[src/core/orc_pkg.sv]
package orc_pkg;

	// Bus geometry
	localparam int         ADDR_W   = 18;                  // Byte address width
	localparam int         DATA_W   = 32;                  // Bus data width
	localparam int         REG_W    = 8;                   // Stored register width
	localparam int         N_CFG    = 8;                   // Writable registers

	// Register indices, byte address is four times the index
	localparam logic [15:0] IDX_A_CEIL    = 16'hfe1e;      // Channel A reference ceiling
	localparam logic [15:0] IDX_A_FLOOR   = 16'hfe20;      // Channel A reference floor
	localparam logic [15:0] IDX_B_FLOOR   = 16'hfe21;      // Channel B reference floor
	localparam logic [15:0] IDX_A_HIGH    = 16'hfe22;      // Channel A reference high byte
	localparam logic [15:0] IDX_B_HIGH    = 16'hfe23;      // Channel B reference high byte
	localparam logic [15:0] IDX_A_LOW     = 16'hfe24;      // Channel A reference low nibble
	localparam logic [15:0] IDX_B_LOW     = 16'hfe25;      // Channel B reference low nibble
	localparam logic [15:0] IDX_A_OV      = 16'hfe26;      // Channel A overvoltage setting
	localparam logic [15:0] IDX_A_STATUS  = 16'hfe30;      // Channel A overvoltage status

	// Slot order of the writable registers
	localparam int SLOT_A_CEIL  = 0;
	localparam int SLOT_A_FLOOR = 1;
	localparam int SLOT_B_FLOOR = 2;
	localparam int SLOT_A_HIGH  = 3;
	localparam int SLOT_B_HIGH  = 4;
	localparam int SLOT_A_LOW   = 5;
	localparam int SLOT_B_LOW   = 6;
	localparam int SLOT_A_OV    = 7;

	// Reset values
	localparam logic [7:0] RST_CEIL  = 8'h3f;              // Ceiling opens fully
	localparam logic [7:0] RST_FLOOR = 8'h00;              // Floor fully open
	localparam logic [7:0] RST_HIGH  = 8'h00;              // Reference high byte
	localparam logic [7:0] RST_LOW   = 8'h00;              // Reference low nibble
	localparam logic [7:0] RST_OV    = 8'h00;              // Overvoltage setting

	// Field positions
	localparam int LIMIT_MSB  = 5;                         // Six-bit limit field top
	localparam int NIB_MSB    = 3;                         // Low nibble top
	localparam int DEB_MSB    = 7;                         // Debounce select top
	localparam int DEB_LSB    = 6;                         // Debounce select bottom
	localparam int THR_MSB    = 5;                         // Comparator threshold top
	localparam int STAT_FLAG  = 0;                         // Live debounced flag
	localparam int STAT_LATCH = 1;                         // Sticky flag, write one clears
	localparam int STAT_TRIP  = 2;                         // Synchronised comparator

	// Reference widths
	localparam int REF_W      = 12;                        // Assembled reference width
	localparam int LIMIT_W    = 6;                         // Limit field width

	// Debounce timing
	localparam int CLK_MHZ    = 250;                       // System clock rate
	localparam int DEB_T1_NS  = 960;                       // Select 01, 0.96 us
	localparam int DEB_T2_NS  = 2240;                      // Select 10, 2.24 us
	localparam int DEB_T3_NS  = 8000;                      // Select 11, 8 us
	localparam int DEB_CNT_W  = 11;                        // Counter width
	localparam logic [10:0] DEB_CYC_1 = 11'((DEB_T1_NS * CLK_MHZ) / 1000);
	localparam logic [10:0] DEB_CYC_2 = 11'((DEB_T2_NS * CLK_MHZ) / 1000);
	localparam logic [10:0] DEB_CYC_3 = 11'((DEB_T3_NS * CLK_MHZ) / 1000);

	// Debounce machine states
	typedef enum logic [1:0] {
		ORC_DB_IDLE,
		ORC_DB_COUNT,
		ORC_DB_TRIPPED
	} orc_db_state_t;

endpackage

[src/core/orc_regs.sv]
`timescale 1ns/1ps

module orc_regs #(
	parameter int ADDR_W = orc_pkg::ADDR_W             // Byte address width
) (
	input  wire logic                      sys_clk,            // System clock
	input  wire logic                      rstn,               // Async reset, low
	// APB slave
	input  wire logic                      psel,               // Slave select
	input  wire logic                      penable,            // Access phase
	input  wire logic                      pwrite,             // Write direction
	input  wire logic [ADDR_W-1:0]         paddr,              // Byte address
	input  wire logic [31:0]               pwdata,             // Write data
	input  wire logic [3:0]                pstrb,              // Byte strobes
	output logic                           pready,             // Transfer done
	output logic [31:0]                    prdata,             // Read data
	output logic                           pslverr,            // Unmapped access
	// Loop side
	input  wire logic [11:0]               chanAVoltageSense,  // Channel A ADC
	input  wire logic [11:0]               chanBVoltageSense,  // Channel B ADC
	output logic [11:0]                    chanARefTarget,     // Channel A target
	output logic [11:0]                    chanBRefTarget,     // Channel B target
	output logic signed [12:0]             chanALoopError,     // Target minus sense
	output logic signed [12:0]             chanBLoopError,     // Target minus sense
	// Overvoltage side
	input  wire logic                      chanAOvTripRaw,     // Analog comparator
	output logic [5:0]                     chanAOvThreshold,   // Comparator code
	output logic                           chanAOvFlag         // Debounced flag
);

	// Writable register storage
	logic [7:0]                    cfgReg [orc_pkg::N_CFG];   // Register slots
	logic [7:0]                    statusRead;                // Status byte

	// Index and reset tables in slot order
	localparam logic [15:0] IDX_TABLE [orc_pkg::N_CFG] = '{
		orc_pkg::IDX_A_CEIL, orc_pkg::IDX_A_FLOOR, orc_pkg::IDX_B_FLOOR,
		orc_pkg::IDX_A_HIGH, orc_pkg::IDX_B_HIGH, orc_pkg::IDX_A_LOW,
		orc_pkg::IDX_B_LOW, orc_pkg::IDX_A_OV
	};
	// Ceiling resets fully open, all else resets to zero
	localparam logic [7:0] RST_TABLE [orc_pkg::N_CFG] = '{
		orc_pkg::RST_CEIL, orc_pkg::RST_FLOOR, orc_pkg::RST_FLOOR,
		orc_pkg::RST_HIGH, orc_pkg::RST_HIGH, orc_pkg::RST_LOW,
		orc_pkg::RST_LOW, orc_pkg::RST_OV
	};

	// Word index match, shared by every decode
	// Low two address bits must be zero, so a misaligned access misses
	function automatic logic idxHit(
		input logic [ADDR_W-1:0] addr,
		input logic [15:0]       idx
	);
		logic [ADDR_W-1:0] wordAddr;
		wordAddr = {idx[ADDR_W-3:0], 2'b00};
		idxHit   = (addr == wordAddr);
	endfunction

	// Clamp a reference between floor and ceiling, floor winning
	// A ceiling set below the floor would otherwise invert the window
	function automatic logic [11:0] clampRef(
		input logic [11:0] raw,
		input logic [5:0]  lo,
		input logic [5:0]  hi
	);
		logic [11:0] floorVal;
		logic [11:0] ceilVal;
		floorVal = {lo, 6'h00};
		ceilVal  = {hi, 6'h3f};
		if (raw < floorVal) begin
			clampRef = floorVal;
		end else if (raw > ceilVal) begin
			clampRef = (ceilVal < floorVal) ? floorVal : ceilVal;
		end else begin
			clampRef = raw;
		end
	endfunction

	// ---------------------------------------------------------------
	// Bus decode
	// ---------------------------------------------------------------

	logic [orc_pkg::N_CFG-1:0]    cfgHit;         // One bit per slot
	wire                          statusHit;      // Status register hit
	wire                          anyHit;         // Mapped address
	wire                          setupPhase;     // First cycle of transfer
	wire                          accessPhase;    // Completing cycle
	wire                          writeTake;      // Write lands this edge
	wire                          laneZero;       // Low byte lane enabled

	// Slot hits from the index table
	genvar gi;
	generate
		for (gi = 0; gi < orc_pkg::N_CFG; gi++) begin : g_hit
			assign cfgHit[gi] = idxHit(paddr, IDX_TABLE[gi]);
		end
	endgenerate

	assign statusHit   = idxHit(paddr, orc_pkg::IDX_A_STATUS);
	assign anyHit      = (|cfgHit) | statusHit;
	assign setupPhase  = psel & ~penable;
	assign accessPhase = psel & penable;
	assign laneZero    = pstrb[0];
	// A cleared low lane drops the write without an error
	assign writeTake   = accessPhase & pwrite & anyHit & laneZero;

	// Zero wait state: every access completes in one access cycle
	// A slave that never stalls keeps the master's timing fixed
	assign pready  = 1'b1;
	// Unmapped or misaligned addresses answer with an error
	assign pslverr = accessPhase & ~anyHit;

	// ---------------------------------------------------------------
	// Register storage
	// ---------------------------------------------------------------

	// Each slot takes the low byte on a completing write
	// Reserved bits are stored and read back as written
	generate
		for (gi = 0; gi < orc_pkg::N_CFG; gi++) begin : g_reg
			always_ff @(posedge sys_clk or negedge rstn) begin
				if (!rstn) begin
					cfgReg[gi] <= RST_TABLE[gi];
				end else if (writeTake && cfgHit[gi]) begin
					cfgReg[gi] <= pwdata[7:0];
				end
			end
		end
	endgenerate

	// ---------------------------------------------------------------
	// Read path
	// ---------------------------------------------------------------

	logic [7:0]                    readSel;        // Selected byte

	// OR of masked slots, status included
	always_comb begin
		readSel = statusHit ? statusRead : 8'h00;
		for (int i = 0; i < orc_pkg::N_CFG; i++) begin
			readSel = readSel | (cfgHit[i] ? cfgReg[i] : 8'h00);
		end
	end

	// Read data captured in the setup cycle, steady through access
	// Loading in setup keeps the read mux off the access edge
	always_ff @(posedge sys_clk or negedge rstn) begin
		if (!rstn) begin
			prdata <= 32'h0000_0000;
		end else if (setupPhase && !pwrite) begin
			prdata <= {24'h00_0000, readSel};
		end
	end

	// ---------------------------------------------------------------
	// Reference assembly
	// ---------------------------------------------------------------

	wire [11:0]                    chanARefRaw;    // Written A reference
	wire [11:0]                    chanBRefRaw;    // Written B reference
	wire [5:0]                     chanAFloor;     // A floor field
	wire [5:0]                     chanBFloor;     // B floor field
	wire [5:0]                     chanACeil;      // A ceiling field
	wire [11:0]                    chanARefClamp;  // Limited A reference
	wire [11:0]                    chanBRefClamp;  // Limited B reference

	// High byte on top, nibble below
	assign chanARefRaw = {cfgReg[orc_pkg::SLOT_A_HIGH],
		cfgReg[orc_pkg::SLOT_A_LOW][orc_pkg::NIB_MSB:0]};
	assign chanBRefRaw = {cfgReg[orc_pkg::SLOT_B_HIGH],
		cfgReg[orc_pkg::SLOT_B_LOW][orc_pkg::NIB_MSB:0]};

	// Six-bit limit fields
	assign chanAFloor = cfgReg[orc_pkg::SLOT_A_FLOOR][orc_pkg::LIMIT_MSB:0];
	assign chanBFloor = cfgReg[orc_pkg::SLOT_B_FLOOR][orc_pkg::LIMIT_MSB:0];
	assign chanACeil  = cfgReg[orc_pkg::SLOT_A_CEIL][orc_pkg::LIMIT_MSB:0];

	// Channel B has no ceiling here, so its top stays fully open
	assign chanARefClamp = clampRef(chanARefRaw, chanAFloor, chanACeil);
	assign chanBRefClamp = clampRef(chanBRefRaw, chanBFloor, 6'h3f);

	// Registered targets and loop errors
	// A high byte written before its nibble shows for a few cycles
	always_ff @(posedge sys_clk or negedge rstn) begin
		if (!rstn) begin
			chanARefTarget <= 12'h000;
			chanBRefTarget <= 12'h000;
			chanALoopError <= 13'sh0000;
			chanBLoopError <= 13'sh0000;
		end else begin
			chanARefTarget <= chanARefClamp;
			chanBRefTarget <= chanBRefClamp;
			// Positive error asks the loop to raise the output
			chanALoopError <= $signed({1'b0, chanARefClamp})
				- $signed({1'b0, chanAVoltageSense});
			chanBLoopError <= $signed({1'b0, chanBRefClamp})
				- $signed({1'b0, chanBVoltageSense});
		end
	end

	// ---------------------------------------------------------------
	// Overvoltage comparator interface
	// ---------------------------------------------------------------

	logic                          tripMeta;       // First sync stage
	logic                          tripSync;       // Second sync stage
	wire [1:0]                     debSelect;      // Debounce select
	logic [10:0]                   debTarget;      // Cycles to persist

	// Comparator output is asynchronous to the clock
	// Only tripSync feeds logic; tripMeta may still be settling
	always_ff @(posedge sys_clk or negedge rstn) begin
		if (!rstn) begin
			tripMeta <= 1'b0;
			tripSync <= 1'b0;
		end else begin
			tripMeta <= chanAOvTripRaw;
			tripSync <= tripMeta;
		end
	end

	// Threshold code drives the comparator directly
	always_ff @(posedge sys_clk or negedge rstn) begin
		if (!rstn) begin
			chanAOvThreshold <= 6'h00;
		end else begin
			chanAOvThreshold <= cfgReg[orc_pkg::SLOT_A_OV][orc_pkg::THR_MSB:0];
		end
	end

	assign debSelect = cfgReg[orc_pkg::SLOT_A_OV][orc_pkg::DEB_MSB:orc_pkg::DEB_LSB];

	// Select to cycle count
	always_comb begin
		unique case (debSelect)
			2'b00:   debTarget = 11'h000;
			2'b01:   debTarget = orc_pkg::DEB_CYC_1;
			2'b10:   debTarget = orc_pkg::DEB_CYC_2;
			2'b11:   debTarget = orc_pkg::DEB_CYC_3;
		endcase
	end

	// ---------------------------------------------------------------
	// Debounce machine
	// ---------------------------------------------------------------

	orc_pkg::orc_db_state_t        dbState;        // Current state
	orc_pkg::orc_db_state_t        next_dbState;   // Next state
	logic [10:0]                   dbCount;        // Persistence count
	logic [10:0]                   next_dbCount;   // Next count
	logic                          ovLatch;        // Sticky flag copy
	wire                           ovClear;        // Write one to clear
	wire                           ovRise;         // Flag becomes set

	// Count while the trip holds, drop back as soon as it goes
	always_comb begin
		next_dbState = dbState;
		next_dbCount = dbCount;
		unique case (dbState)
			orc_pkg::ORC_DB_IDLE: begin
				if (tripSync) begin
					// Zero time goes straight to the flag
					if (debTarget == 11'h000) begin
						next_dbState = orc_pkg::ORC_DB_TRIPPED;
					end else begin
						next_dbState = orc_pkg::ORC_DB_COUNT;
						next_dbCount = 11'h001;
					end
				end
			end
			orc_pkg::ORC_DB_COUNT: begin
				if (!tripSync) begin
					// Any gap restarts the wait
					next_dbState = orc_pkg::ORC_DB_IDLE;
					next_dbCount = 11'h000;
				end else if (dbCount >= debTarget) begin
					// Count has reached the selected length
					next_dbState = orc_pkg::ORC_DB_TRIPPED;
				end else begin
					next_dbCount = dbCount + 11'h001;
				end
			end
			orc_pkg::ORC_DB_TRIPPED: begin
				// Held while the trip stays, released on the first low
				if (!tripSync) begin
					next_dbState = orc_pkg::ORC_DB_IDLE;
					next_dbCount = 11'h000;
				end
			end
		endcase
	end

	// State and count registers
	always_ff @(posedge sys_clk or negedge rstn) begin
		if (!rstn) begin
			dbState <= orc_pkg::ORC_DB_IDLE;
			dbCount <= 11'h000;
		end else begin
			dbState <= next_dbState;
			dbCount <= next_dbCount;
		end
	end

	// Registered live flag
	// Taken from the next state so flag and state change together
	always_ff @(posedge sys_clk or negedge rstn) begin
		if (!rstn) begin
			chanAOvFlag <= 1'b0;
		end else begin
			chanAOvFlag <= (next_dbState == orc_pkg::ORC_DB_TRIPPED);
		end
	end

	assign ovRise  = (next_dbState == orc_pkg::ORC_DB_TRIPPED)
		& (dbState != orc_pkg::ORC_DB_TRIPPED);
	assign ovClear = writeTake & statusHit & pwdata[orc_pkg::STAT_LATCH];

	// Sticky copy, a new event wins over a clear
	// Keeps a short event visible until software clears it
	always_ff @(posedge sys_clk or negedge rstn) begin
		if (!rstn) begin
			ovLatch <= 1'b0;
		end else if (ovRise) begin
			ovLatch <= 1'b1;
		end else if (ovClear) begin
			ovLatch <= 1'b0;
		end
	end

	// Status byte layout
	// Bit 0 live flag, bit 1 sticky, bit 2 synchronised trip
	assign statusRead = {5'h00, tripSync, ovLatch, chanAOvFlag};

endmodule // orc_regs

[config.mk]
export PLATFORM = sky130hd
export DESIGN_NAME = orc_regs
export DESIGN_NICKNAME = d
export VERILOG_FILES = /design/src/core/orc_pkg.sv /design/src/core/orc_regs.sv
export SDC_FILE = /design/constraint.sdc
export NUM_CORES = 1
export LEC_CHECK = 0
export ABC_AREA = 1
export BUFFER_PORTS_ARGS = -buffer_cell sky130_fd_sc_hd__buf_2
export CAP_MARGIN = 10
export CELL_PAD_IN_SITES_DETAIL_PLACEMENT = 0
export CELL_PAD_IN_SITES_GLOBAL_PLACEMENT = 1
export CORE_MARGIN = 2
export CORE_UTILIZATION = 44
export DETAILED_ROUTE_END_ITERATION = 12
export MAX_ROUTING_LAYER = met4
export PLACE_DENSITY = 0.89
export SLEW_MARGIN = 20
export SYNTH_ARGS = -nofsm -noshare
export SYNTH_HDL_FRONTEND = slang
export SYNTH_SLANG_ARGS = --single-unit
[constraint.sdc]
create_clock -name sys_clk -period 5.2 [get_ports sys_clk]
set_clock_uncertainty 0.15 [all_clocks]
set_input_delay 0.78 -clock sys_clk [delete_from_list [all_inputs] [get_ports sys_clk]]
set_output_delay 0.78 -clock sys_clk [all_outputs]
set_load 0.01 [all_outputs]
* Word-level counts from Yosys, hierarchy flattened *
Index checks and enable logic that the tools add are counted.

storage, ports and cells
  bits in registers = 145
  output and inout bits = 91
  word-level logic and storage cells = 116

cells by class
  $add $sub $neg = 3
  $lt $le $gt $ge = 7
  equality and inequality tests = 20
  muxes and demuxes = 30
  bitwise logic cells = 20
  reductions and logical operators = 16

operators with widths
  cell                                                count
  == test 18 bit (second input constant)              9
  2-to-1 mux 12 bit                                   6
  2-to-1 mux 8 bit                                    8
  bitwise OR 8 bit                                    7
  2-to-1 mux 11 bit                                   5
  one-hot mux 11 bit (4 select lines)                 1
  less-than comparator 12 bit                         3
  one-hot mux 11 bit (3 select lines)                 1
  subtractor 12 x 12 -> 13 bit                        2
  > comparator 12 bit                                 1
  > comparator 12 bit (second input constant)         1
  less-than comparator 12 bit (first input constant)  1
  adder 11 x 1 -> 11 bit (second input constant)      1
  >= comparator 11 bit                                1
  zero test 11 bit                                    1
  2-to-1 mux 2 bit                                    5
  bitwise AND 1 bit                                   9
  logical AND 1 bit                                   9
  == test 2 bit (second input constant)               4
  != test 2 bit (second input constant)               4
  bitwise OR 3 x 8 -> 8 bit                           1
  OR reduction 8 bit                                  1
  one-hot mux 2 bit (3 select lines)                  1
  == test 2 x 1 -> 1 bit (second input constant)      2
  9 further kinds                                     12

* Longest topological paths before layout *
  word-level depth = 10
  mapped depth = 19
  depth with buffers taken out = 19

* Worst setup path after synthesis *
Ideal clock, no wire load.

  kind = reg2reg
  start = register cfgReg[57] (netlist name)
  end = register chanALoopError[9]
  setup time = 0.117 ns
  arrival = 3.042 ns
  data required time = 4.933 ns
  setup slack = 1.891 ns
  cell stages (with the launch flop) = 17
  buffers on the path = 1
  clock period less this slack = 3.309 ns
  cells stage by stage = dfstp_2 > ha_1 > a21boi_0 > o21ai_0 > o211ai_1 > nand3b_1 > nand2_1 > buf_2 > a21oi_1 > ha_1 > nand2_1 > o21ai_0 > a21oi_1 > o21ai_0 > nand2_1 > nand4_1 > nand2_1

on the way
  word-level cells in the longest chain between the ends = 5
  elaborated cells between the ends (all ways) = 6
  classes of those cells = add/sub (1); order compare (2); mux (3)

ends and longest elaborated chain
  element                          RTL line         text
  start, declared                  orc_regs.sv:32   logic [7:0] cfgReg [orc_pkg::N_CFG];
  start signal, assigned by index  orc_regs.sv:123  cfgReg[gi] <= RST_TABLE[gi];
  start signal, assigned by index  orc_regs.sv:125  cfgReg[gi] <= pwdata[7:0];
  less-than comparator 12 bit      orc_regs.sv:73   clampRef = (ceilVal < floorVal) ? floorVal : ceilVal;
  2-to-1 mux 12 bit                orc_regs.sv:73
  2-to-1 mux 12 bit *              orc_regs.sv:72   end else if (raw > ceilVal) begin
  2-to-1 mux 12 bit *              orc_regs.sv:70   if (raw < floorVal) begin
  named net chanARefClamp[2]       orc_regs.sv:164  wire [11:0] chanARefClamp;
  subtractor 12 x 12 -> 13 bit *   orc_regs.sv:195  - $signed({1'b0, chanAVoltageSense});
  end signal, assigned             orc_regs.sv:194  chanALoopError <= $signed({1'b0, chanARefClamp})
  end, declared                    orc_regs.sv:23   output logic signed [12:0] chanALoopError,

The timed path passes the listed nets; every way through them passes the cells marked *.
A chain may end at the register's enable or synchronous reset.

* Worst setup path after layout *
Same ends and word-level chain as after synthesis.

==> impl_metrics.json <==
{
  "status": "finished, final reports clean",
  "ys_warn_count": 0,
  "fin_crit_sh_pct": 75.7,
  "ant_nets": 0,
  "root_buffer": "clkbuf_16",
  "grt_max_degree": 110,
  "drv_cap": 0,
  "holdWs_ps": 200,
  "portBuffers": 122,
  "worst_slack_ps": 1270,
  "p_switching_w": 0.000704,
  "cts_sinks": 145,
  "hold_class": "flop to flop",
  "crit_path_end_kind": "flop",
  "globalplace.congestion": 0.912,
  "setup_violations": 0,
  "cts_buffer_depth": 2,
  "synth_largest_area_cell": "dfrtp_1",
  "rsz0062_at_grt": "false",
  "async_flop_share_pct": 100,
  "combPwrFrac_pct": 10.4,
  "synth_flop_cell": "dfrtp_1",
  "powerDensity_nw_per_um2": 278,
  "dieHeight_um": 145,
  "clk_pin_slew_ps": 60,
  "final_util_pct": 51.4,
  "drv_slew": 0,
  "gr-usage-all-layers_pct": 22.1,
  "cts_buffers": 17,
  "routed_wl_um": 21700,
  "dr.first_iter.drc_count": 504,
  "start_util_pct": 44.8,
  "num_vias": 7547,
  "cts_hold_buf": 0,
  "cts_tree": "yes",
  "yosysMostFrequentCell": "nand2_1",
  "area_delta_synth_final_pct": 14.8,
  "cp-start-kind": "flop",
  "synth_area_sq_um": 8690,
  "grt_pass1_wl_um": 35200,
  "fillers": 1907,
  "post_route_cells_drive_above_1_share_pct": 14.6,
  "fin_crit_ps": 3930,
  "die_w_um": 145,
  "synth_top_area_share_pct": 40.0,
  "ys_ff_latch": 145,
  "hold_viol_final": 0,
  "viasPerCell": 5.04,
  "fin_setup_tns_ps": 0,
  "dp_hpwl_um": 15900,
  "p_leak_nw": 5.43,
  "r2r_start": "cfgReg[57]$_DFFE_PN1P_",
  "finalNetCount": 1367,
  "antenna_found_initial": 1,
  "dp_slack_ps": 1330,
  "ff2ff_setup_slack_ps": 1270,
  "slew_headroom_pct": 40.7,
  "dieArea_sq_um": 20900,
  "overflow": 0,
  "drc": 0,
  "cp-startpoint": "cfgReg[57]$_DFFE_PN1P_",
  "ys_types": 41,
  "p_sw_share_pct": 25.4,
  "synthTopCellsByCount": "333 x nand2_1, 139 x dfrtp_1, 139 x inv_1",
  "intPower_w": 0.00207,
  "p_seq_share_pct": 42.8,
  "ir_drop_v": 0.000226,
  "max_freq_mhz": 254,
  "setup.worst_path.end": "chanALoopError[9]$_DFF_PN0_",
  "clock_power_share_pct": 46.8,
  "postCtsSetupRepairBufs": 0,
  "cts_max_level": 4,
  "grt_pass1_vias": 7055,
  "ys_seq_area_share_pct": 41.8,
  "reg2regPathDepth": 16,
  "insertion_delay_ps": 420,
  "core-area_sq_um": 19400,
  "crit_fanout": 12,
  "path_class": "flop to flop",
  "row_count": 51,
  "tightest_slew_ps": 889,
  "wl_per_cell_um": 14.5,
  "ios": 175,
  "synthTopCellsByArea": "dfrtp_1 40%, nand2_1 14%, ha_1 8.8%",
  "cts_resized": 0,
  "crit_required_ps": 5410,
  "r2r-end": "chanALoopError[9]$_DFF_PN0_",
  "synth_area_per_cell_sq_um": 7.82,
  "synth_enable_flop_cells": 0,
  "drtPass1Iterations": 8,
  "syn-instance-count": 1112,
  "worstPathArrival_ps": 4140
}
how the worst min path moves through the flow:
| stage | from | to | slack [ps] | cells past startpoint |
|---|---|---|---|---|
| after floorplan | tripMeta$_DFF_PN0_ | tripSync$_DFF_PN0_ | 180 | 0 |
| after global placement | tripMeta$_DFF_PN0_ | tripSync$_DFF_PN0_ | 180 | 0 |
| after detailed placement | tripMeta$_DFF_PN0_ | tripSync$_DFF_PN0_ | 190 | 0 |
| after CTS | tripMeta$_DFF_PN0_ | tripSync$_DFF_PN0_ | 200 | 0 |
| after global routing | tripMeta$_DFF_PN0_ | tripSync$_DFF_PN0_ | 220 | 0 |
| final | tripMeta$_DFF_PN0_ | tripSync$_DFF_PN0_ | 200 | 0 |
critical path, stage by stage, from the launching register on:
cell      delay [ps]
dfstp_2          590
ha_1             240
a21boi_0         120
o21ai_0          150
o211ai_1         250
nand3b_1         280
nand2_1          320
a21oi_1          140
ha_1             390
nand2_1           60
o21ai_0          360
a21oi_1          160
o21ai_0          320
nand2_1          140
nand3_1          100
nand2_1           50
nand2_1           50
registers in the layout (all words and copies together) (netlist names), 2 cells and up:
| signal | cells |
|---|---|
| cfgReg | 64 |
| chanALoopError | 13 |
| chanAOvThreshold | 6 |
| chanARefTarget | 12 |
| chanBLoopError | 13 |
| chanBRefTarget | 12 |
| dbCount | 11 |
| dbState | 2 |
| prdata | 8 |
metal layers:
layer  GRT usage [%]  part of all wire, %
met5               -                    0
met4            5.01                  1.3
met3            4.11                  5.7
met2            35.3                   47
met1            29.3                   46
layout make-up:
class                      count  area, sq um  share of cell area, %
multi-input combinational    787         4210                   42.2
clock inverter                12          183                   1.83
inverter                     144          541                   5.42
antenna                        1         2.50                 0.0251
clock buffer                  19          433                   4.34
sequential                   145         3640                   36.4
tap                          265          332                   3.32
timing repair buffer         125          642                   6.43
cell families (layout without fill, tap and decap cells):
logic type	count (synthesis)	count (layout)	synth area share, %
and+or+nand+nor	563	563	28.3
xor gates and xnor gates	19	19	1.91
adders and majority gates	63	63	9.24
AOI/OAI and AO/OA	117	117	7.77
DFF	145	145	41.8
other	2	26	0.0864
buffers and inverters	203	300	10.8
stage by stage:
step           cells  power (W)  cell area (sq um)
3_5_place_dp    1466    0.00150               9360
4_1_cts         1497    0.00279               9970
5_1_grt         1498    0.00289               9980
3_3_place_gp    1466    0.00149               9360
2_1_floorplan   1135    0.00139               8780
6_report        1498    0.00277               9980
placed cells by master (no fill, tap or decap), types with 2 or more instances in the layout:
cell | Yosys | layout
clkbuf_16 | 0 | 17
nor2_1 | 76 | 75
nand3b_1 | 4 | 4
nor3_1 | 5 | 5
nand3_1 | 53 | 53
xor2_1 | 15 | 15
nor2_2 | 2 | 2
dfstp_2 | 6 | 6
a211oi_1 | 2 | 2
clkinvlp_4 | 0 | 3
a31oi_1 | 2 | 2
o21ai_0 | 38 | 38
fa_1 | 2 | 2
inv_6 | 0 | 3
conb_1 | 2 | 25
nand3_2 | 2 | 2
nand4_1 | 75 | 75
inv_1 | 139 | 139
xnor2_1 | 4 | 4
nand2_1 | 333 | 333
o21a_1 | 6 | 6
nor2_4 | 3 | 4
ha_1 | 61 | 61
buf_2 | 4 | 121
clkbuf_1 | 8 | 2
dfrtp_1 | 139 | 139
a21o_1 | 2 | 2
a21oi_1 | 42 | 42
a21boi_0 | 7 | 7
bufinv_16 | 0 | 4
o211ai_1 | 11 | 11
clkinv_1 | 2 | 2
o21bai_1 | 4 | 4
or2_2 | 8 | 8
inv_2 | 3 | 3
buf_4 | 27 | 3
power by group through the flow:
stage / sequential [W] / combinational (W) / clock [W]
floorplan: 0.00121 / 0.000179 / 0
global placement: 0.00121 / 0.000287 / 0
detailed placement: 0.00121 / 0.000291 / 0
CTS: 0.00119 / 0.000293 / 0.00132
global route: 0.00119 / 0.000334 / 0.00137
finish: 0.00119 / 0.000289 / 0.00130
(Power assumes the default switching activity.)
